`config.mk`:
```
export PLATFORM = sky130hd
export DESIGN_NAME = spi_master_slave_engine
export DESIGN_NICKNAME = d
export VERILOG_FILES = /design/src/hdl/spi_engine_pkg.sv /design/src/hdl/spi_master_slave_engine.sv
export SDC_FILE = /design/constraint.sdc
export NUM_CORES = 1
export LEC_CHECK = 0
export BUFFER_PORTS_ARGS = -buffer_cell sky130_fd_sc_hd__buf_2
export CAP_MARGIN = 20
export CORE_MARGIN = 1.5
export CORE_UTILIZATION = 25
export DETAILED_ROUTE_END_ITERATION = 10
export PLACE_DENSITY = 0.45
export SYNTH_ARGS = -nofsm -noshare
export SYNTH_HDL_FRONTEND = slang
export SYNTH_HIERARCHICAL = 1
export SYNTH_SLANG_ARGS = --single-unit
```
`constraint.sdc`:
```
create_clock -name ref_clk_i -period 3.2 [get_ports ref_clk_i]
set_input_delay 0.64 -clock ref_clk_i [delete_from_list [all_inputs] [get_ports ref_clk_i]]
set_output_delay 0.64 -clock ref_clk_i [all_outputs]
set_load 0.05 [all_outputs]
```
`src/hdl/spi_engine_pkg.sv`:
```
// Purpose: Shared constants and types for the byte-wide serial master/slave engine.
// Assumes: 100 MHz system clock; one byte per transfer.
// Notes:   Half-bit counter runs 0..15; even counts are leading clock edges.

package spi_engine_pkg;

	// ---------------------------------------------------------------
	// Widths and depths
	// ---------------------------------------------------------------
	localparam int DATA_W     = 8;
	localparam int FIFO_DEPTH = 4;
	localparam int HALF_W     = 4;
	localparam int DIV_W      = 8;
	localparam int SEL_W      = 3;

	// ---------------------------------------------------------------
	// Timing
	// ---------------------------------------------------------------
	localparam int CLK_PERIOD_NS = 10;
	localparam int EN_TO_CLK_SYS = 2;   // System clocks from enable to first block clock

	// ---------------------------------------------------------------
	// Half-bit positions inside one byte
	// ---------------------------------------------------------------
	localparam logic [HALF_W-1:0] HALF_FIRST  = 4'h0;
	localparam logic [HALF_W-1:0] HALF_LAST   = 4'hf;
	localparam logic [HALF_W-1:0] RX_HALF_P0  = 4'he;  // Eighth leading edge
	localparam logic [HALF_W-1:0] RX_HALF_P1  = 4'hf;  // Eighth trailing edge
	localparam logic [HALF_W-1:0] OVR_HALF_P0 = 4'hd;
	localparam logic [HALF_W-1:0] OVR_HALF_P1 = 4'he;

	// ---------------------------------------------------------------
	// Reset values
	// ---------------------------------------------------------------
	localparam logic [DATA_W-1:0] BYTE_RST  = 8'h00;
	localparam logic [DIV_W-1:0]  DIV_RST   = 8'h00;
	localparam logic              MISO_IDLE = 1'b1;

	typedef enum logic [2:0] {
		ST_OFF  = 3'b001,
		ST_IDLE = 3'b010,
		ST_XFER = 3'b100
	} xfer_state_e;

endpackage

```
`src/hdl/spi_master_slave_engine.sv`:
```
// Purpose: Serial master/slave engine with transmit FIFO, buffers and status flags.
// Assumes: Pin inputs are asynchronous and always pass two flip-flops.
// Notes:   Control bits are plain ports; status read/clear via strobes.
// Functional notes
// - Phase 0: sample leading, change trailing.
// - Phase 1: change leading, sample trailing.
// - Polarity sets serial clock idle level.
// - Master shows first shifter bit, clock idle.
// - Master clock from eight-tap divider, resynced.
// - Disable holds reset; enable starts clocking.
// - Master disable: pins idle, status reset.
// - Master write loads shifter, starts, re-empties.
// - Queued byte follows back-to-back at byte end.
// - Transmit-empty sets on enable, triggers transfer.
// - No empty interrupt until first shifter load.
// - Receive-full sets on eighth bit, read clears.
// - Complete: half bit later in phase 0.
// - Overrun sets half bit before receive-full.
// - Slave data output idles at one.
// - Data output driven whenever out of reset, also when disabled or deselected; aux tristated in slave.
// - Deselect resets slave, ignores clock and data.
// - Select from pin or firmware bit.
// - Slave loads shifter when idle and empty.
// - Phase 0 slave busy from select fall.
// - Phase 1 slave busy from first leading edge.
// - Divider codes 0..7 give /2../256.
// - Bit order: 0 MSb first, 1 LSb first.
// - Interrupt source: empty or complete.
// - Control read clears complete flag.

`timescale 1ns/10ps

module spi_tx_fifo #(
	parameter int WIDTH = 8,
	parameter int DEPTH = 4
) (
	input  wire logic             ref_clk_i,   // System clock
	input  wire logic             rst_i,       // Async reset, high
	input  wire logic             in_valid_i,  // Write request
	output logic                  in_ready_o,  // Room available
	input  wire logic [WIDTH-1:0] in_data_i,   // Write data
	output logic                  out_valid_o, // Word available
	input  wire logic             out_ready_i, // Consumer takes word
	output logic      [WIDTH-1:0] out_data_o   // Head word
);
	localparam int PW = $clog2(DEPTH);
	localparam int CW = $clog2(DEPTH + 1);
	localparam logic [CW-1:0] FULL_CNT = CW'(DEPTH);
	localparam logic [PW-1:0] LAST_PTR = PW'(DEPTH - 1);

	logic [WIDTH-1:0] mem [DEPTH];
	logic [PW-1:0]    wr_ptr_r;
	logic [PW-1:0]    rd_ptr_r;
	logic [CW-1:0]    cnt_r;
	logic [CW-1:0]    cnt_nxt;
	logic             push;
	logic             pop;

	assign push       = in_valid_i & in_ready_o;
	assign pop        = out_valid_o & out_ready_i;
	assign out_data_o = mem[rd_ptr_r];

	function automatic logic [PW-1:0] ptr_inc(input logic [PW-1:0] p);
		ptr_inc = (p == LAST_PTR) ? '0 : p + 1'b1;
	endfunction

	always_comb begin
		cnt_nxt = cnt_r;
		if (push & ~pop)
			cnt_nxt = cnt_r + 1'b1;
		else if (pop & ~push)
			cnt_nxt = cnt_r - 1'b1;
	end

	always_ff @(posedge ref_clk_i) begin
		if (push)
			mem[wr_ptr_r] <= in_data_i;
	end

	// Flags are registered so the ready seen by the source is glitch free
	always_ff @(posedge ref_clk_i or posedge rst_i) begin
		if (rst_i) begin
			wr_ptr_r    <= '0;
			rd_ptr_r    <= '0;
			cnt_r       <= '0;
			in_ready_o  <= 1'b0;
			out_valid_o <= 1'b0;
		end else begin
			if (push)
				wr_ptr_r <= ptr_inc(wr_ptr_r);
			if (pop)
				rd_ptr_r <= ptr_inc(rd_ptr_r);
			cnt_r       <= cnt_nxt;
			in_ready_o  <= (cnt_nxt != FULL_CNT);
			out_valid_o <= (cnt_nxt != '0);
		end
	end
endmodule

module spi_master_slave_engine
	import spi_engine_pkg::*;
(
	input  wire logic              ref_clk_i,    // 100 MHz system clock
	input  wire logic              rst_i,        // Async reset, high
	input  wire logic              enable_i,     // Block enable
	input  wire logic              slave_i,      // 1 = slave role
	input  wire logic              cpha_i,       // Clock phase
	input  wire logic              cpol_i,       // Clock polarity
	input  wire logic              lsb_first_i,  // Bit order
	input  wire logic [SEL_W-1:0]  clk_sel_i,    // Master divider tap
	input  wire logic              int_sel_i,    // Interrupt source
	input  wire logic              ss_en_n_i,    // 0 = firmware select
	input  wire logic              ss_fw_n_i,    // Firmware select level
	input  wire logic              ss_pin_n_i,   // Select pin, async
	input  wire logic              sclk_i,       // Slave clock pin, async
	input  wire logic              sdi_i,        // Serial data in pin, async
	input  wire logic              tx_valid_i,   // Transmit byte strobe
	input  wire logic [DATA_W-1:0] tx_data_i,    // Transmit byte
	output logic                   tx_ready_o,   // FIFO has room
	input  wire logic              rx_rd_i,      // Receive buffer read strobe
	input  wire logic              cr_rd_i,      // Control/status read strobe
	output logic      [DATA_W-1:0] rx_data_o,    // Receive buffer
	output logic                   tx_empty_o,   // Transmit empty flag
	output logic                   rx_full_o,    // Receive full flag
	output logic                   complete_o,   // Transfer complete flag
	output logic                   overrun_o,    // Overrun flag
	output logic                   irq_o,        // Interrupt level
	output logic                   sdo_o,        // Primary data out
	output logic                   sdo_oe_n_o,   // Primary enable, low drives
	output logic                   aux_o,        // Master clock out
	output logic                   aux_oe_n_o    // Aux enable, low drives
);

	// ---------------------------------------------------------------
	// Pin synchronisers
	// ---------------------------------------------------------------
	logic [1:0] sclk_s_r;
	logic [1:0] sdi_s_r;
	logic [1:0] ss_s_r;
	logic       sclk_d_r;
	logic       sel_d_r;
	logic       ss_n;
	logic       selected;
	logic       master_on;
	logic       s_edge;
	logic       s_lead;

	always_ff @(posedge ref_clk_i or posedge rst_i) begin
		if (rst_i) begin
			sclk_s_r <= '0;
			sdi_s_r  <= '0;
			ss_s_r   <= 2'b11;
			sclk_d_r <= 1'b0;
			sel_d_r  <= 1'b0;
		end else begin
			sclk_s_r <= {sclk_s_r[0], sclk_i};
			sdi_s_r  <= {sdi_s_r[0], sdi_i};
			ss_s_r   <= {ss_s_r[0], ss_pin_n_i};
			sclk_d_r <= sclk_s_r[1];
			sel_d_r  <= selected;
		end
	end

	assign ss_n      = ss_en_n_i ? ss_s_r[1] : ss_fw_n_i;
	assign selected  = enable_i & slave_i & ~ss_n;
	assign master_on = enable_i & ~slave_i;
	assign s_edge    = sclk_s_r[1] ^ sclk_d_r;
	assign s_lead    = s_edge & (sclk_s_r[1] ^ cpol_i);

	// ---------------------------------------------------------------
	// Master clock divider
	// ---------------------------------------------------------------
	// The tap is resampled twice so the block clock is a clean one-cycle tick.
	logic             en_d_r;
	logic [DIV_W-1:0] div_r;
	logic             tap_r;
	logic             tap_d_r;
	logic             m_tick;

	always_ff @(posedge ref_clk_i or posedge rst_i) begin
		if (rst_i) begin
			en_d_r  <= 1'b0;
			div_r   <= DIV_RST;
			tap_r   <= 1'b0;
			tap_d_r <= 1'b0;
		end else begin
			en_d_r <= master_on;
			if (en_d_r)
				div_r <= div_r + 1'b1;
			else
				div_r <= DIV_RST;
			tap_r   <= en_d_r & div_r[clk_sel_i];
			tap_d_r <= tap_r;
		end
	end

	assign m_tick = tap_r & ~tap_d_r;

	// ---------------------------------------------------------------
	// Transfer sequencing
	// ---------------------------------------------------------------
	xfer_state_e       st_r;
	xfer_state_e       st_nxt;
	logic [HALF_W-1:0] hc_r;
	logic [DATA_W-1:0] txbuf_r;
	logic [DATA_W-1:0] sh_r;
	logic [DATA_W-1:0] sh_nxt;
	logic [DATA_W-1:0] rx_sh_r;
	logic [DATA_W-1:0] rx_byte;
	logic              txbuf_full_r;
	logic              txbuf_full_nxt;
	logic              sh_empty_r;
	logic              tick;
	logic              lead;
	logic              load;
	logic              shift_ev;
	logic              samp_ev;
	logic              rx_load;
	logic              byte_end;
	logic              ovr_pt;
	logic              fill;
	logic              fifo_valid;
	logic [DATA_W-1:0] fifo_data;

	assign tick = slave_i ? (selected & s_edge) : (m_tick & (st_r == ST_XFER));
	assign lead = slave_i ? s_lead : ~hc_r[0];
	assign byte_end = tick & (hc_r == HALF_LAST);

	// Master: start from idle or chain at byte end; slave: only while not busy
	always_comb begin
		if (slave_i)
			load = (st_r == ST_IDLE) & sh_empty_r & txbuf_full_r;
		else
			load = txbuf_full_r & ((st_r == ST_IDLE) |
				((st_r == ST_XFER) & byte_end));
	end

	assign shift_ev = tick & (cpha_i ? (lead & (hc_r != HALF_FIRST))
		: (~lead & (hc_r != HALF_LAST)));
	assign samp_ev = tick & (cpha_i ? ~lead : lead);
	assign rx_load = samp_ev & (hc_r == (cpha_i ? RX_HALF_P1 : RX_HALF_P0));
	assign ovr_pt  = tick & (hc_r == (cpha_i ? OVR_HALF_P1 : OVR_HALF_P0));
	assign rx_byte = lsb_first_i ? {sdi_s_r[1], rx_sh_r[DATA_W-1:1]}
		: {rx_sh_r[DATA_W-2:0], sdi_s_r[1]};

	function automatic logic out_bit(input logic [DATA_W-1:0] v, input logic lsb);
		out_bit = lsb ? v[0] : v[DATA_W-1];
	endfunction

	always_comb begin
		st_nxt = st_r;
		unique case (st_r)
			ST_OFF:
				st_nxt = ST_IDLE;
			ST_IDLE:
				if (!slave_i && load)
					st_nxt = ST_XFER;
				else if (slave_i && selected && (s_lead ||
					(!cpha_i && !sel_d_r)))
					st_nxt = ST_XFER;
			ST_XFER:
				if (!slave_i && byte_end && !load)
					st_nxt = ST_IDLE;
				else if (slave_i && (rx_load || !selected))
					st_nxt = ST_IDLE;
			default:
				st_nxt = ST_OFF;
		endcase
		if (!enable_i)
			st_nxt = ST_OFF;
	end

	always_ff @(posedge ref_clk_i or posedge rst_i) begin
		if (rst_i) begin
			st_r <= ST_OFF;
			hc_r <= HALF_FIRST;
		end else begin
			st_r <= st_nxt;
			if (!enable_i || (slave_i && !selected))
				hc_r <= HALF_FIRST;
			else if (!slave_i && st_r == ST_IDLE)
				hc_r <= HALF_FIRST;
			else if (tick)
				hc_r <= hc_r + 1'b1;
		end
	end

	// ---------------------------------------------------------------
	// Data registers: kept across disable
	// ---------------------------------------------------------------
	always_comb begin
		sh_nxt = sh_r;
		if (load)
			sh_nxt = txbuf_r;
		else if (shift_ev)
			sh_nxt = lsb_first_i ? {1'b0, sh_r[DATA_W-1:1]} : {sh_r[DATA_W-2:0], 1'b0};
	end

	assign fill = enable_i & fifo_valid & (~txbuf_full_r | load);
	assign txbuf_full_nxt = enable_i & (fill | (txbuf_full_r & ~load));

	always_ff @(posedge ref_clk_i or posedge rst_i) begin
		if (rst_i) begin
			txbuf_r   <= BYTE_RST;
			sh_r      <= BYTE_RST;
			rx_sh_r   <= BYTE_RST;
			rx_data_o <= BYTE_RST;
		end else begin
			if (fill)
				txbuf_r <= fifo_data;
			sh_r <= sh_nxt;
			if (samp_ev)
				rx_sh_r <= rx_byte;
			if (rx_load)
				rx_data_o <= rx_byte;
		end
	end

	// ---------------------------------------------------------------
	// Status flags; hardware set wins over a same-cycle clear, except overrun, which a same-cycle receive read blocks
	// ---------------------------------------------------------------
	logic arm_r;
	logic arm_nxt;
	logic cmp_nxt;
	logic emp_nxt;

	assign arm_nxt = enable_i & (arm_r | load);
	assign cmp_nxt = enable_i & (byte_end | (complete_o & ~cr_rd_i));
	assign emp_nxt = enable_i & ~txbuf_full_nxt;

	always_ff @(posedge ref_clk_i or posedge rst_i) begin
		if (rst_i) begin
			txbuf_full_r <= 1'b0;
			sh_empty_r   <= 1'b1;
			arm_r        <= 1'b0;
			tx_empty_o   <= 1'b0;
			rx_full_o    <= 1'b0;
			complete_o   <= 1'b0;
			overrun_o    <= 1'b0;
			irq_o        <= 1'b0;
		end else begin
			txbuf_full_r <= txbuf_full_nxt;
			sh_empty_r   <= ~enable_i | rx_load | (sh_empty_r & ~load);
			arm_r        <= arm_nxt;
			tx_empty_o   <= emp_nxt;
			rx_full_o    <= enable_i & (rx_load | (rx_full_o & ~rx_rd_i));
			complete_o   <= cmp_nxt;
			overrun_o    <= enable_i & ((ovr_pt & rx_full_o & ~rx_rd_i) |
				(overrun_o & ~rx_rd_i));
			irq_o        <= int_sel_i ? cmp_nxt : (emp_nxt & arm_nxt);
		end
	end

	// ---------------------------------------------------------------
	// Pin drivers
	// ---------------------------------------------------------------
	always_ff @(posedge ref_clk_i or posedge rst_i) begin
		if (rst_i) begin
			sdo_o      <= MISO_IDLE;
			sdo_oe_n_o <= 1'b1;
			aux_o      <= 1'b0;
			aux_oe_n_o <= 1'b1;
		end else begin
			sdo_oe_n_o <= 1'b0;
			aux_oe_n_o <= slave_i;
			if (slave_i) begin
				sdo_o <= selected ? out_bit(sh_nxt, lsb_first_i) : MISO_IDLE;
				aux_o <= 1'b0;
			end else begin
				sdo_o <= out_bit(sh_nxt, lsb_first_i);
				if (st_nxt != ST_XFER || !master_on)
					aux_o <= cpol_i;
				else if (tick)
					aux_o <= lead ? ~cpol_i : cpol_i;
			end
		end
	end

	spi_tx_fifo #(
		.WIDTH (DATA_W),
		.DEPTH (FIFO_DEPTH)
	) u_tx_fifo (
		.ref_clk_i   (ref_clk_i),
		.rst_i       (rst_i),
		.in_valid_i  (tx_valid_i),
		.in_ready_o  (tx_ready_o),
		.in_data_i   (tx_data_i),
		.out_valid_o (fifo_valid),
		.out_ready_i (fill),
		.out_data_o  (fifo_data)
	);

	// ---------------------------------------------------------------
	// Checks
	// ---------------------------------------------------------------
	a_clk_idle_level: assert property (@(posedge ref_clk_i) disable iff (rst_i)
		(master_on && st_r == ST_IDLE && $stable(cpol_i)) |=> aux_o == cpol_i)
		else $error("master clock not at idle level");

	a_div_two_tap: assert property (@(posedge ref_clk_i) disable iff (rst_i)
		(m_tick && clk_sel_i == 3'h0 && $stable(clk_sel_i) && master_on)
		|=> !m_tick ##1 (m_tick || !master_on))
		else $error("divide-by-two tick spacing wrong");

	a_disable_clears: assert property (@(posedge ref_clk_i) disable iff (rst_i)
		!enable_i |=> !tx_empty_o && !rx_full_o && !complete_o && !overrun_o && !irq_o)
		else $error("status not reset while disabled");

	a_rx_full_set: assert property (@(posedge ref_clk_i) disable iff (rst_i)
		(rx_load && enable_i) |=> rx_full_o && rx_data_o == $past(rx_byte))
		else $error("receive full not set on eighth bit");

	a_complete_timing: assert property (@(posedge ref_clk_i) disable iff (rst_i)
		(rx_load && enable_i) |=> (cpha_i ? complete_o : !$rose(complete_o)))
		else $error("complete not aligned with receive full");

	a_overrun_order: assert property (@(posedge ref_clk_i) disable iff (rst_i)
		$rose(overrun_o) |-> rx_full_o && !$past(rx_load))
		else $error("overrun without pending byte");

	a_deselect_idle: assert property (@(posedge ref_clk_i) disable iff (rst_i)
		(slave_i && !selected) |=> sdo_o == MISO_IDLE && hc_r == HALF_FIRST)
		else $error("slave not idle while deselected");

	a_aux_tristate: assert property (@(posedge ref_clk_i) disable iff (rst_i)
		slave_i |=> aux_oe_n_o)
		else $error("aux driven in slave role");

	a_no_early_irq: assert property (@(posedge ref_clk_i) disable iff (rst_i)
		(!int_sel_i && !arm_r && !load) |=> !irq_o)
		else $error("empty interrupt before first load");

	a_empty_on_enable: assert property (@(posedge ref_clk_i) disable iff (rst_i)
		($rose(enable_i) && !fifo_valid) |=> tx_empty_o)
		else $error("transmit empty not set on enable");

endmodule

```
### Word level (Yosys, flattened, before mapping)

Memory sizes are Yosys's and may differ from the RTL's. A register that Yosys moved wholly into a read port is not among the register bits.
Index checks and enable logic that the tools add are counted.
Widths: inputs -> output; s select.

| storage, ports and cells | value |
|---|---|
| flip-flop bits (word level) | 71 |
| latch bits | 0 |
| bits in writable memories | 32 |
| memory bits (read-only) | 0 |
| bits of input ports | 27 |
| output and inout port bits | 18 |
| logic and storage cells | 178 |
| memories kept | 1 |

| cells by class | value |
|---|---|
| add/subtract/negate cells | 6 |
| $mul | 0 |
| div/mod/pow operators | 0 |
| order comparisons | 1 |
| equality and inequality tests | 11 |
| shifts and indexed selects | 0 |
| multiplexer cells | 38 |
| bitwise gates (word level) | 64 |
| reductions and logical operators | 25 |

Memories:

| name | words | width | rd ports | clocked after Yosys merged registers in | write ports | line | text |
|---|---|---|---|---|---|---|---|
| u_tx_fifo.mem | 4 | 8 | 1 | 1 | 1 | spi_master_slave_engine.sv:51 | `logic [WIDTH-1:0] mem [DEPTH];` |

Operator list:

| operator | count |
|---|---|
| $mux 8 | 5 |
| $and 1x1->1 | 39 |
| $mux 3 | 7 |
| $mux 1 | 18 |
| $not 1->1 | 14 |
| $mux 4 | 3 |
| $logic_and 1x1->1 | 9 |
| $or 1x1->1 | 9 |
| $pmux 3 s3 | 1 |
| $reduce_bool 3->1 | 3 |
| $add 8x1->8 const B | 1 |
| $eq 4x4->1 | 2 |
| $logic_not 1->1 | 7 |
| $mux 2 | 3 |
| $ne 3x3->1 const B | 2 |
| $add 2x1->2 const B | 2 |
| $add 4x1->4 const B | 1 |
| $eq 2x2->1 const B | 2 |
| $eq 4x4->1 const B | 1 |
| $logic_or 1x1->1 | 4 |
| $lt 3x4->1 const B | 1 |
| $ne 4x4->1 const B | 1 |
| $reduce_bool 4->1 | 1 |
| $add 3x1->3 const B | 1 |
| 7 further kinds | 8 |

### Logic depth before layout (Yosys ltp)

Gate-level depths: netlist (run 1).

| depth | value |
|---|---|
| depth after elaboration | 19 |
| depth in mapped cells | 9 |
| gate-level depth less buffers | 9 |

### Hierarchy

The synthesis (run 1) kept the hierarchy.

By module, submodules not included:

| module | times used | cells an instance | area an instance (um^2) | seq. area each (um^2) |
|---|---|---|---|---|
| spi_master_slave_engine | 1 | 291 | 3382.0 | 1760.4 |
| spi_tx_fifo | 1 | 96 | 1716.6 | 1186.1 |

### Worst setup path after synthesis (run 1)

No wires, ideal clock.

| timing | value |
|---|---|
| path type | input port to flip-flop |
| from | in slave_i |
| to | reg u_tx_fifo.out_valid_o |
| arrival | 2507 ps |
| data required time | 3072 ps |
| path slack | 565 ps |
| stages | 9 |
| cells stage by stage | buf_2 > nor4b_1 > and3_1 > nor2_1 > a21oi_2 > nand2_1 > xnor2_2 > o311ai_2 > nand2b_1 |

| on the way | value |
|---|---|
| cells in the longest elaborated chain, start to end | 16 |

RTL lines:

| element | line | text |
|---|---|---|
| start, declared | spi_master_slave_engine.sv:106 | `input wire logic slave_i,` |
| $and 1x1->1 (2 in series) | spi_master_slave_engine.sv:165 | `assign selected = enable_i & slave_i & ~ss_n;` |
| $and 1x1->1 | spi_master_slave_engine.sv:225 | `assign tick = slave_i ? (selected & s_edge) : (m_tick & (st_r == ST_XFER));` |
| $mux 1 | spi_master_slave_engine.sv:225 |  |
| $and 1x1->1 | spi_master_slave_engine.sv:227 | `assign byte_end = tick & (hc_r == HALF_LAST);` |
| $and 1x1->1 | spi_master_slave_engine.sv:235 | `((st_r == ST_XFER) & byte_end));` |
| $or 1x1->1 | spi_master_slave_engine.sv:234 | `load = txbuf_full_r & ((st_r == ST_IDLE) \|` |
| $and 1x1->1 | spi_master_slave_engine.sv:234 |  |
| $mux 1 * | spi_master_slave_engine.sv:231 | `if (slave_i)` |
| $or 1x1->1 * | spi_master_slave_engine.sv:299 | `assign fill = enable_i & fifo_valid & (~txbuf_full_r \| load);` |
| $and 1x1->1 * | spi_master_slave_engine.sv:299 |  |
| named net fill | spi_master_slave_engine.sv:221 | `logic fill;` |
| $and 1x1->1 * | spi_master_slave_engine.sv:60 | `assign pop = out_valid_o & out_ready_i;` |
| $and 1x1->1 / $not 1->1 (equally long branches) | spi_master_slave_engine.sv:71, spi_master_slave_engine.sv:69 |  |
| $mux 3 / $and 1x1->1 (equally long branches) | spi_master_slave_engine.sv:71, spi_master_slave_engine.sv:69 |  |
| $mux 3 * | spi_master_slave_engine.sv:69 | `if (push & ~pop)` |
| $reduce_bool 3->1 * | spi_master_slave_engine.sv:95 | `out_valid_o <= (cnt_nxt != '0);` |
| end signal, assigned | spi_master_slave_engine.sv:95 |  |
| end, declared | spi_master_slave_engine.sv:42 | `output logic out_valid_o,` |

Mark *: on every way through the listed nets, which the timed path passes. The rest lies on a longest branch.
A chain may end at the register's enable or synchronous reset.

### Worst setup path in the final report (run 1)

| timing | value |
|---|---|
| from | reg hc_r[0] |
| to | reg u_tx_fifo.in_ready_o |

| on the way | value |
|---|---|
| cells in the longest elaborated chain, start to end | 13 |

RTL lines:

| element | line | text |
|---|---|---|
| start, declared | spi_master_slave_engine.sv:204 | `logic [HALF_W-1:0] hc_r;` |
| start signal, assigned | spi_master_slave_engine.sv:284 | `hc_r <= hc_r + 1'b1;` |
| $eq 4x4->1 * | spi_master_slave_engine.sv:227 |  |
| $and 1x1->1 * | spi_master_slave_engine.sv:227 |  |
| $and 1x1->1 * | spi_master_slave_engine.sv:235 |  |
| $or 1x1->1 * | spi_master_slave_engine.sv:234 |  |
| $and 1x1->1 * | spi_master_slave_engine.sv:234 |  |
| $mux 1 * | spi_master_slave_engine.sv:231 |  |
| $or 1x1->1 * | spi_master_slave_engine.sv:299 |  |
| $and 1x1->1 * | spi_master_slave_engine.sv:299 |  |
| named net fill | spi_master_slave_engine.sv:221 |  |
| $and 1x1->1 * | spi_master_slave_engine.sv:60 |  |
| $and 1x1->1 / $not 1->1 (equally long branches) | spi_master_slave_engine.sv:71, spi_master_slave_engine.sv:69 |  |
| $mux 3 / $and 1x1->1 (equally long branches) | spi_master_slave_engine.sv:71, spi_master_slave_engine.sv:69 |  |
| $mux 3 * | spi_master_slave_engine.sv:69 |  |
| $ne 3x3->1 * | spi_master_slave_engine.sv:94 | `in_ready_o <= (cnt_nxt != FULL_CNT);` |
| end signal, assigned | spi_master_slave_engine.sv:94 |  |
| end, declared | spi_master_slave_engine.sv:40 | `output logic in_ready_o,` |

Marked as above.

==> results_dict.tcl, run 1 <==
set metrics [dict create \
    worstSetupEndpoint "u_tx_fifo/in_ready_o$_DFF_PP0_" \
    cts_resized 0 \
    worst-slew-pin-transition_ps 618 \
    first_iter_violations 195 \
    antenna_found_initial 0 \
    worst_slew_margin_rel_pct 58.8 \
    worstSetupStartpointType "flop" \
    post_route_cells_drive_above_1_share_pct 31.3 \
    synth_seq_cells 111 \
    synthesis.area_per_instance_um2 13.2 \
    post_cts_hold_buffer_count 0 \
    cp.required_ps 3430 \
    clock_skew_ps 9.39 \
    synth_top_flop_cell "dfrtp_1" \
    clock_tree.htree_level_count 3 \
    r2r_setup_slack_ps 760 \
    reg2reg_end "u_tx_fifo/in_ready_o$_DFF_PP0_" \
    number_of_cells_produced_by_synthesis 387 \
    coreArea_mm2 0.0201 \
    floorplan.io_pins 45 \
    timing.reg2reg.worst_path_depth 9 \
    final_antenna_net_count 0 \
    dpl.hpwl_um 7180 \
    asyncSetResetFlopFracSynth_pct 71.2 \
    drc 0 \
    final_util_pct 29.6 \
    global_route.usage.total_pct 10.2 \
    clk_path_buf_depth 2 \
    period_needed_ps 2440 \
    leakagePower_nw 2.53 \
    first_pass_iters 4 \
    synth-warning-count 6 \
    cts_tree "yes" \
    detail_route.wirelength_um 10100 \
    first_global_vias 3187 \
    worst_hold_path_type "in2async" \
    ir_drop_mv 0.409 \
    element_type_at_the_critical_path_end "flop" \
    clkSinkCount 111 \
    power.density_mw_per_mm2 664 \
    clk_transition_reported_paths_ps 80 \
    die_x_um 146 \
    r2r_start "hc_r[0]$_DFFE_PP0P_" \
    fillers 2029 \
    cap_viol_max_count 0 \
    cts_setup_buffers 0 \
    fin_crit_sh_pct 76.1 \
    wire_per_inst_um 14.2 \
    clock.fmax_mhz 410 \
    finalMaxSlewViolations 0 \
    grt-ovfl-total 0 \
    report.power.total_mw 3.95 \
    yosysUniqueCellTypes 63 \
    crit_fanout 8 \
    clockRootBuffer "clkbuf_16" \
    critical_path_arrival_ps 2670 \
    placement.cell_area_mm2 0.00565 \
    grt_pass1_wl_um 17100 \
    hold_violations 0 \
    class_of_the_most_critical_setup_path "reg2reg" \
    antenna_diode_count 0 \
    synthesis.area_mm2 0.00510 \
    port_buffers 44 \
    postSynthNetCount 424 \
    synth_seq_area_share_pct 57.8 \
    synth-edff-count 32 \
    finalSetupTns_ps 0 \
    worst_skew_pair.late_latency_ps 350 \
    nNetsFinal 470 \
    final_area_mm2 0.00595 \
    area_added_between_synthesis_and_finish_pct 16.8 \
    initial_util_pct 25.4 \
    design.die.area_mm2 0.0213 \
    die_height_um 146 \
    route.detailed.vias_per_inst 4.37 \
    rows 52 \
    numCtsBuffers 9 \
    rsz0062_at_grt "false" \
    vias 3094 \
    grt_max_degree 44 \
    worstSetupStartpoint "hc_r[0]$_DFFE_PP0P_" \
    outcome "complete, no violations" \
    setup_violations 0 \
    finalWeightedCongestion 0.805 \
]
layout make-up:
class	instances	area (um^2)	share of cell area, %
inverters	14	52.6	0.883
repair buffers	50	278	4.66
clock buffers	9	225	3.78
well taps	270	338	5.67
multi-input cells	247	2040	34.2
clock inverters	7	78.8	1.32
flip-flops and latches	111	2950	49.5
cells in the mapped netlist (4+ instances only):
cell type | n | area (um^2)
mux4_2 | 10 | 225
o21a_1 | 4 | 30.0
a21oi_1 | 6 | 30.0
edfxtp_1 | 32 | 961
dfrtp_1 | 72 | 1800
nor2_1 | 16 | 60.1
dfstp_2 | 7 | 184
nand3_1 | 8 | 40.0
xor2_1 | 7 | 61.3
nor3_1 | 4 | 20.0
and3_1 | 9 | 56.3
inv_1 | 13 | 48.8
clkbuf_1 | 11 | 41.3
mux2_2 | 39 | 439
and2_1 | 10 | 62.6
ha_1 | 10 | 125
o21ai_0 | 22 | 110
nand2_1 | 18 | 67.6
a21boi_0 | 5 | 37.5
nor2b_1 | 8 | 50.1
xnor2_1 | 9 | 78.8
mux2i_1 | 9 | 90.1
nand2b_1 | 7 | 43.8
cell usage in the layout, fill, tap and decap left out, types with 3 or more instances in the layout:
cell       instances
a21oi_1            6
edfxtp_1          32
nand2_1           18
nand2b_1           7
and2_1            10
buf_2             44
dfstp_2            7
nor2_1            16
inv_1             12
mux4_2            10
and3_1             9
or3_1              3
xnor2_1            9
dfrtp_1           72
nor2b_1            8
buf_4              5
nand3_1            8
o31ai_1            3
mux2_2            39
mux2i_1            9
inv_8              4
o21a_1             4
o21ai_0           22
a21boi_0           5
ha_1              10
nor3_1             4
clkbuf_16          9
xor2_1             7
how the worst min path moves through the flow:
stage	cells past startpoint	end	slack (ps)
3_3_place_gp	0	sdi_s_r[1]$_DFF_PP0_	340
3_5_place_dp	0	sclk_s_r[1]$_DFF_PP0_	340
6_report	2	u_tx_fifo/rd_ptr_r[1]$_DFFE_PP0P_	280
5_1_grt	2	u_tx_fifo/out_valid_o$_DFF_PP0_	300
4_1_cts	2	u_tx_fifo/cnt_r[1]$_DFF_PP0_	280
2_1_floorplan	0	sclk_s_r[1]$_DFF_PP0_	330
kinds of logic (layout without fill, tap and decap cells):
family | after synthesis | in the layout | synth area share (%)
AOI/OAI and AO/OA | 62 | 62 | 8.57
muxes | 59 | 59 | 15.2
xor gates and xnor gates | 17 | 17 | 3.07
DFF | 111 | 111 | 57.8
other | 1 | 1 | 0.0735
buffers and inverters | 29 | 80 | 2.28
adders and majority gates | 10 | 10 | 2.45
and+or+nand+nor | 98 | 98 | 10.5
worst max-delay path, stage by stage, from the launching register on:
cell and delay, ps:
dfrtp_1 480, ha_1 270, and3_1 230, and3_1 210
nor2_1 170, a21oi_2 120, and2_4 170, or4_4 470
o311ai_2 90, nand2_1 100
routing by layer:
metal	vias to the layer above	global-route usage, %	wire length [um]	part of all wire [%]
met5	-	0	0	0
met4	0	3.52	143	1.4
met3	9	2.41	332	3.3
met2	51	16.7	4970	49
met1	1541	13.1	4630	46
li1	1493	-	-	-
metrics by stage:
| step | instances | worst slack (ps) | hold slack [ps] |
|---|---|---|---|
| 2_1_floorplan | 387 | 565 | 331 |
| 3_3_place_gp | 692 | 536 | 344 |
| 3_5_place_dp | 692 | 495 | 340 |
| 4_1_cts | 708 | 751 | 279 |
| 5_1_grt | 708 | 623 | 300 |
| 6_report | 708 | 763 | 275 |
flip-flops by register name, summed over array words and instances, names as in the netlist, 2 cells and up:
| name | flops |
|---|---|
| div_r | 8 |
| u_tx_fifo/cnt_r | 3 |
| sh_r | 8 |
| sdi_s_r | 2 |
| ss_s_r | 2 |
| rx_sh_r | 8 |
| st_r | 3 |
| txbuf_r | 8 |
| sclk_s_r | 2 |
| hc_r | 4 |
| u_tx_fifo/wr_ptr_r | 2 |
| u_tx_fifo/mem | 32 |
| rx_data_o | 8 |
| u_tx_fifo/rd_ptr_r | 2 |
power breakdown:
group | total [mW] | switching, mW | internal, mW
Sequential | 1.96 | 0.220 | 1.74
Clock | 1.14 | 0.577 | 0.567
Combinational | 0.851 | 0.408 | 0.443
Power figures use the tool's default switching activity.
==> inputs of run 2 (changes only) <==
--- a/config.mk
+++ b/config.mk
@@ -10,7 +10,7 @@
 export CORE_MARGIN = 1.5
 export CORE_UTILIZATION = 25
 export DETAILED_ROUTE_END_ITERATION = 10
-export PLACE_DENSITY = 0.45
+export PLACE_DENSITY = 0.46
 export SYNTH_ARGS = -nofsm -noshare
 export SYNTH_HDL_FRONTEND = slang
 export SYNTH_HIERARCHICAL = 1
==> constraint.sdc (replaced) <==
create_clock -name ref_clk_i -period 2.2 [get_ports ref_clk_i]
set_input_delay 0.44 -clock ref_clk_i [delete_from_list [all_inputs] [get_ports ref_clk_i]]
set_output_delay 0.44 -clock ref_clk_i [all_outputs]
set_load 0.05 [all_outputs]
==> results_dict.tcl, run 2 (synthesized netlist as in run 1, its figures left out) <==
set metrics [dict create \
    outcome "complete, but fails checks" \
    violations "negative setup slack" \
    clk_transition_reported_paths_ps 80 \
    element_type_at_the_critical_path_end "flop" \
    die_height_um 146 \
    finalMaxSlewViolations 0 \
    met2RoutedLength_um 5330 \
    final_common_cell "dfrtp_1" \
    power.density_mw_per_mm2 934 \
    final_area_mm2 0.00647 \
    wl_met3_um 368 \
    coreArea_mm2 0.0201 \
    first_iter_violations 93 \
    final_util_pct 32.2 \
    grt_pass1_wl_um 18000 \
    crit_fanout 5 \
    area_added_between_synthesis_and_finish_pct 27.0 \
    class_of_the_most_critical_setup_path "reg2reg" \
    clk_path_buf_depth 2 \
    setup_violations 1 \
    ir_drop_mv 0.474 \
    leakagePower_nw 2.79 \
    cp.required_ps 2480 \
    worst_skew_pair.late_latency_ps 360 \
    layout.cells.most_common_list "71 x dfrtp_1, 44 x buf_2, 43 x buf_4" \
    worstSetupStartpointType "flop" \
    placement.cell_area_mm2 0.00595 \
    drc 0 \
    grt-ovfl-total 0 \
    clkSinkCount 111 \
    rsz0062_at_grt "true" \
    finalWeightedCongestion 0.768 \
    design.die.area_mm2 0.0213 \
    report.power.total_mw 6.05 \
    period_needed_ps 2230 \
    cts_tree "yes" \
    wire_per_inst_um 14.4 \
    clock_skew_ps 5.15 \
    drt-met1-wl_um 4940 \
    antenna_diode_count 0 \
    topRoutingLayerUsed "met4" \
    port_buffers 44 \
    grt_max_degree 71 \
    max_reg_flops 32 \
    numCtsBuffers 9 \
    hold_ws_ps 56.2 \
    critPathMaxStageDelay_ps 400 \
    worst_hold_path_type "in2async" \
    critical_path_arrival_ps 2510 \
    post_route_cells_drive_above_1_share_pct 40.8 \
    die_x_um 146 \
    rows 52 \
    nNetsFinal 512 \
    first_pass_iters 5 \
    master_of_the_slowest_instance_on_the_critical_path "dfrtp_1" \
    global_route.usage.total_pct 10.8 \
    multi_input_comb_area_mm2 0.00222 \
    fillers 1998 \
    crit_path_cell_trace "or3b_4 > buf_6 > a31o_4 > mux2i_4 > or2_4 > or3_4 > a31oi_4" \
    clock.fmax_mhz 449 \
    largest-register "u_tx_fifo/mem" \
    initial_util_pct 25.4 \
    post_cts_hold_buffer_count 0 \
    final_antenna_net_count 0 \
    clock_tree.htree_level_count 3 \
    fin_crit_sh_pct 101 \
    detail_route.wirelength_um 10800 \
    clockRootBuffer "clkbuf_16" \
    hold_violations 0 \
    cap_viol_max_count 0 \
    worst_slack_ps -25.1 \
    route.detailed.vias_per_inst 4.33 \
    vias 3247 \
    floorplan.io_pins 45 \
    antenna_found_initial 0 \
    layout.area.seq_mm2 0.00295 \
    dpl.hpwl_um 7570 \
    finalSetupTns_ps -25.1 \
    first_global_vias 3496 \
]
run 2: layout make-up:
| class | count | share of cell area (%) |
|---|---|---|
| Inverter | 14 | 0.812 |
| Sequential cell | 111 | 45.5 |
| Tap cell | 270 | 5.22 |
| Timing Repair Buffer | 92 | 9.39 |
| Clock inverter | 7 | 1.22 |
| Multi-Input combinational cell | 247 | 34.3 |
| Clock buffer | 9 | 3.48 |
run 2: worst max-delay path: cells and delay by family (launching register included):
kind	cells	cell delay, ps
simple gates	3	1040
mux	1	210
compound gates	2	380
buf+inv	1	130
flops	1	400
run 2: worst paths after layout:
check	start	to	slack, ps	depth (start not counted)
worst max-delay path	sclk_s_r[1]$_DFF_PP0_	sh_r[7]$_DFF_PP0_	-30	7
worst min-delay path	rst_i	u_tx_fifo/rd_ptr_r[0]$_DFFE_PP0P_	60	2
worst max register to register	sclk_s_r[1]$_DFF_PP0_	sh_r[7]$_DFF_PP0_	-30	7
worst min register to register	sdi_s_r[0]$_DFF_PP0_	sdi_s_r[1]$_DFF_PP0_	350	0
max in group asynchronous	rst_i	sdo_o$_DFF_PP1_	1690	3
min in group ref_clk_i	ss_pin_n_i	ss_s_r[0]$_DFF_PP1_	180	1
run 2: stage by stage:
step	std cells	setup slack (ps)
after global routing	750	-78.2
final	750	-25.1
after CTS	748	4.46
after floorplan	387	1.02
after global placement	726	-338
after detailed placement	726	-389
run 2: per-layer routing:
layer / track usage, % / up-vias
met2: 17.8 / 51
met3: 2.54 / 11
met4: 4.74 / 0
li1: - / 1580
met5: 0 / -
met1: 13.5 / 1605
run 2: repair_timing:
item	in CTS	in global routing
pin swaps	11	11
setup endpoints to repair	6	30
gates resized for setup	6	34
endpoints found under the hold margin	0	0
buffers inserted	6	2
run 2: power by group:
part           internal, mW  leakage (nW)  switching, mW
clock                 0.826         0.151          0.865
combinational         0.804          1.34          0.746
sequential             2.53          1.30          0.277
total                  4.16          2.79           1.89
==> inputs of run 3 (changes only) <==
--- a/config.mk
+++ b/config.mk
@@ -15,3 +15,4 @@
 export SYNTH_HDL_FRONTEND = slang
 export SYNTH_HIERARCHICAL = 1
 export SYNTH_SLANG_ARGS = --single-unit
+export TNS_END_PERCENT = 5
==> results_dict.tcl, run 3 (synthesized netlist as in run 1, its figures left out) <==
set metrics [dict create \
    outcome "complete, but fails checks" \
    violations "negative setup slack" \
    critical_path_arrival_ps 2500 \
    grt-ovfl-total 0 \
    initial_util_pct 25.4 \
    cts_tree "yes" \
    clock_skew_ps 7.91 \
    die_height_um 146 \
    layout.cells.most_common_list "71 x dfrtp_1, 44 x buf_2, 39 x mux2_2, 39 x buf_4, 32 x edfxtp_1" \
    numCtsBuffers 9 \
    nNetsFinal 505 \
    antenna_diode_count 0 \
    worst_hold_path_type "in2async" \
    dpl.hpwl_um 7450 \
    clk_path_buf_depth 2 \
    element_type_at_the_critical_path_end "flop" \
    clkSinkCount 111 \
    coreArea_mm2 0.0201 \
    clockRootBuffer "clkbuf_16" \
    hold_ws_ps 60.6 \
    post_route_cells_drive_above_1_share_pct 38.7 \
    placement.cell_area_mm2 0.00592 \
    place_worst_setup_slack_ps -233 \
    rsz0062_at_grt "true" \
    global_route.usage.total_pct 10.3 \
    period_needed_ps 2200 \
    class_of_the_most_critical_setup_path "reg2reg" \
    ir_drop_mv 0.482 \
    finalSetupTns_ps -3.90 \
    clock.fmax_mhz 454 \
    fin_crit_sh_pct 100 \
    first_global_vias 3370 \
    worst_slack_ps -3.90 \
    clock_tree.htree_level_count 3 \
    fillers 1990 \
    worstSetupStartpointType "flop" \
    route.detailed.vias_per_inst 4.32 \
    design.die.area_mm2 0.0213 \
    report.power.total_mw 5.90 \
    crit_fanout 3 \
    post_cts_hold_buffer_count 0 \
    finalMaxSlewViolations 0 \
    max_reg_flops 32 \
    final_common_cell "dfrtp_1" \
    clk_transition_reported_paths_ps 80 \
    wire_per_inst_um 13.9 \
    leakagePower_nw 2.71 \
    cp.required_ps 2490 \
    worst_skew_pair.late_latency_ps 360 \
    first_pass_iters 4 \
    vias 3211 \
    floorplan.io_pins 45 \
    detail_route.wirelength_um 10300 \
    antenna_found_initial 0 \
    die_x_um 146 \
    largest-register "u_tx_fifo/mem" \
    finalWeightedCongestion 0.837 \
    final_area_mm2 0.00630 \
    area_added_between_synthesis_and_finish_pct 23.6 \
    port_buffers 44 \
    grt_pass1_wl_um 17400 \
    hold_violations 0 \
    rows 52 \
    cap_viol_max_count 0 \
    setup_violations 1 \
    grt_max_degree 71 \
    power.density_mw_per_mm2 936 \
    first_iter_violations 103 \
    final_antenna_net_count 0 \
    drc 0 \
]
==> run 3: changes by cell type in the layout (fill, tap and decap cells not counted), sizes merged <==
cell | previous run | this run
buf | 92 | 85
clkinv | 0 | 2
inv | 21 | 19
==> run 3: power by group <==
group          switching, mW  internal, mW
logic                  0.702         0.744
clock network          0.837         0.817
registers              0.265          2.53
==> run 3: per-layer routing <==
layer / GRT usage (%) / up-vias / routed length (um)
li1: - / 1572 / -
met1: 13.4 / 1588 / 4920
met2: 16.7 / 41 / 4930
met3: 2.70 / 10 / 344
met4: 3.83 / 0 / 155
met5: 0 / - / 0
==> run 3: repair_timing <==
item / in CTS / in global routing
cloned: 0 / 0
pin swaps: 1 / 11
resized for setup: 2 / 13
setup endpoints to repair: 12 / 31
setup buffers: 2 / 1
==> run 3: area by class of cell <==
cell class	instances	area, um^2	share of cell area [%]
clock buffers	9	225	3.57
well taps	270	338	5.36
inverters	14	52.6	0.834
multi-input cells	247	2120	33.6
flip-flops and latches	111	2950	46.8
repair buffers	85	544	8.64
clock inverters	7	76.3	1.21
==> run 3: critical path, stage by stage (launching register included) <==
cell	delay (ps)
dfrtp_1	400
or3b_4	410
a2111o_1	440
a221oi_2	330
buf_4	160
buf_6	80
nor2_2	30
nor4_2	140
o21a_1	140
==> run 3: path summary, 6_finish.rpt <==
path                                           endpoint  slack (ps)  cells after the start                  from
max                                   st_r[1]$_DFF_PP0_          -4                      8    sclk_d_r$_DFF_PP0_
min                        u_tx_fifo/cnt_r[0]$_DFF_PP0_          60                      2                 rst_i
max reg2reg                           st_r[1]$_DFF_PP0_          -4                      8    sclk_d_r$_DFF_PP0_
max in group asynchronous          aux_oe_n_o$_DFF_PP1_        1680                      3                 rst_i
min in group ref_clk_i              ss_s_r[0]$_DFF_PP1_         170                      1            ss_pin_n_i
min reg2reg                        sdi_s_r[1]$_DFF_PP0_         360                      0  sdi_s_r[0]$_DFF_PP0_
==> run 3: per-stage QoR <==
stage	instances	util, %
after global routing	743	31.3
after floorplan	387	-
after global placement	724	29.5
after CTS	742	31.1
final	743	31.3
after detailed placement	724	29.5
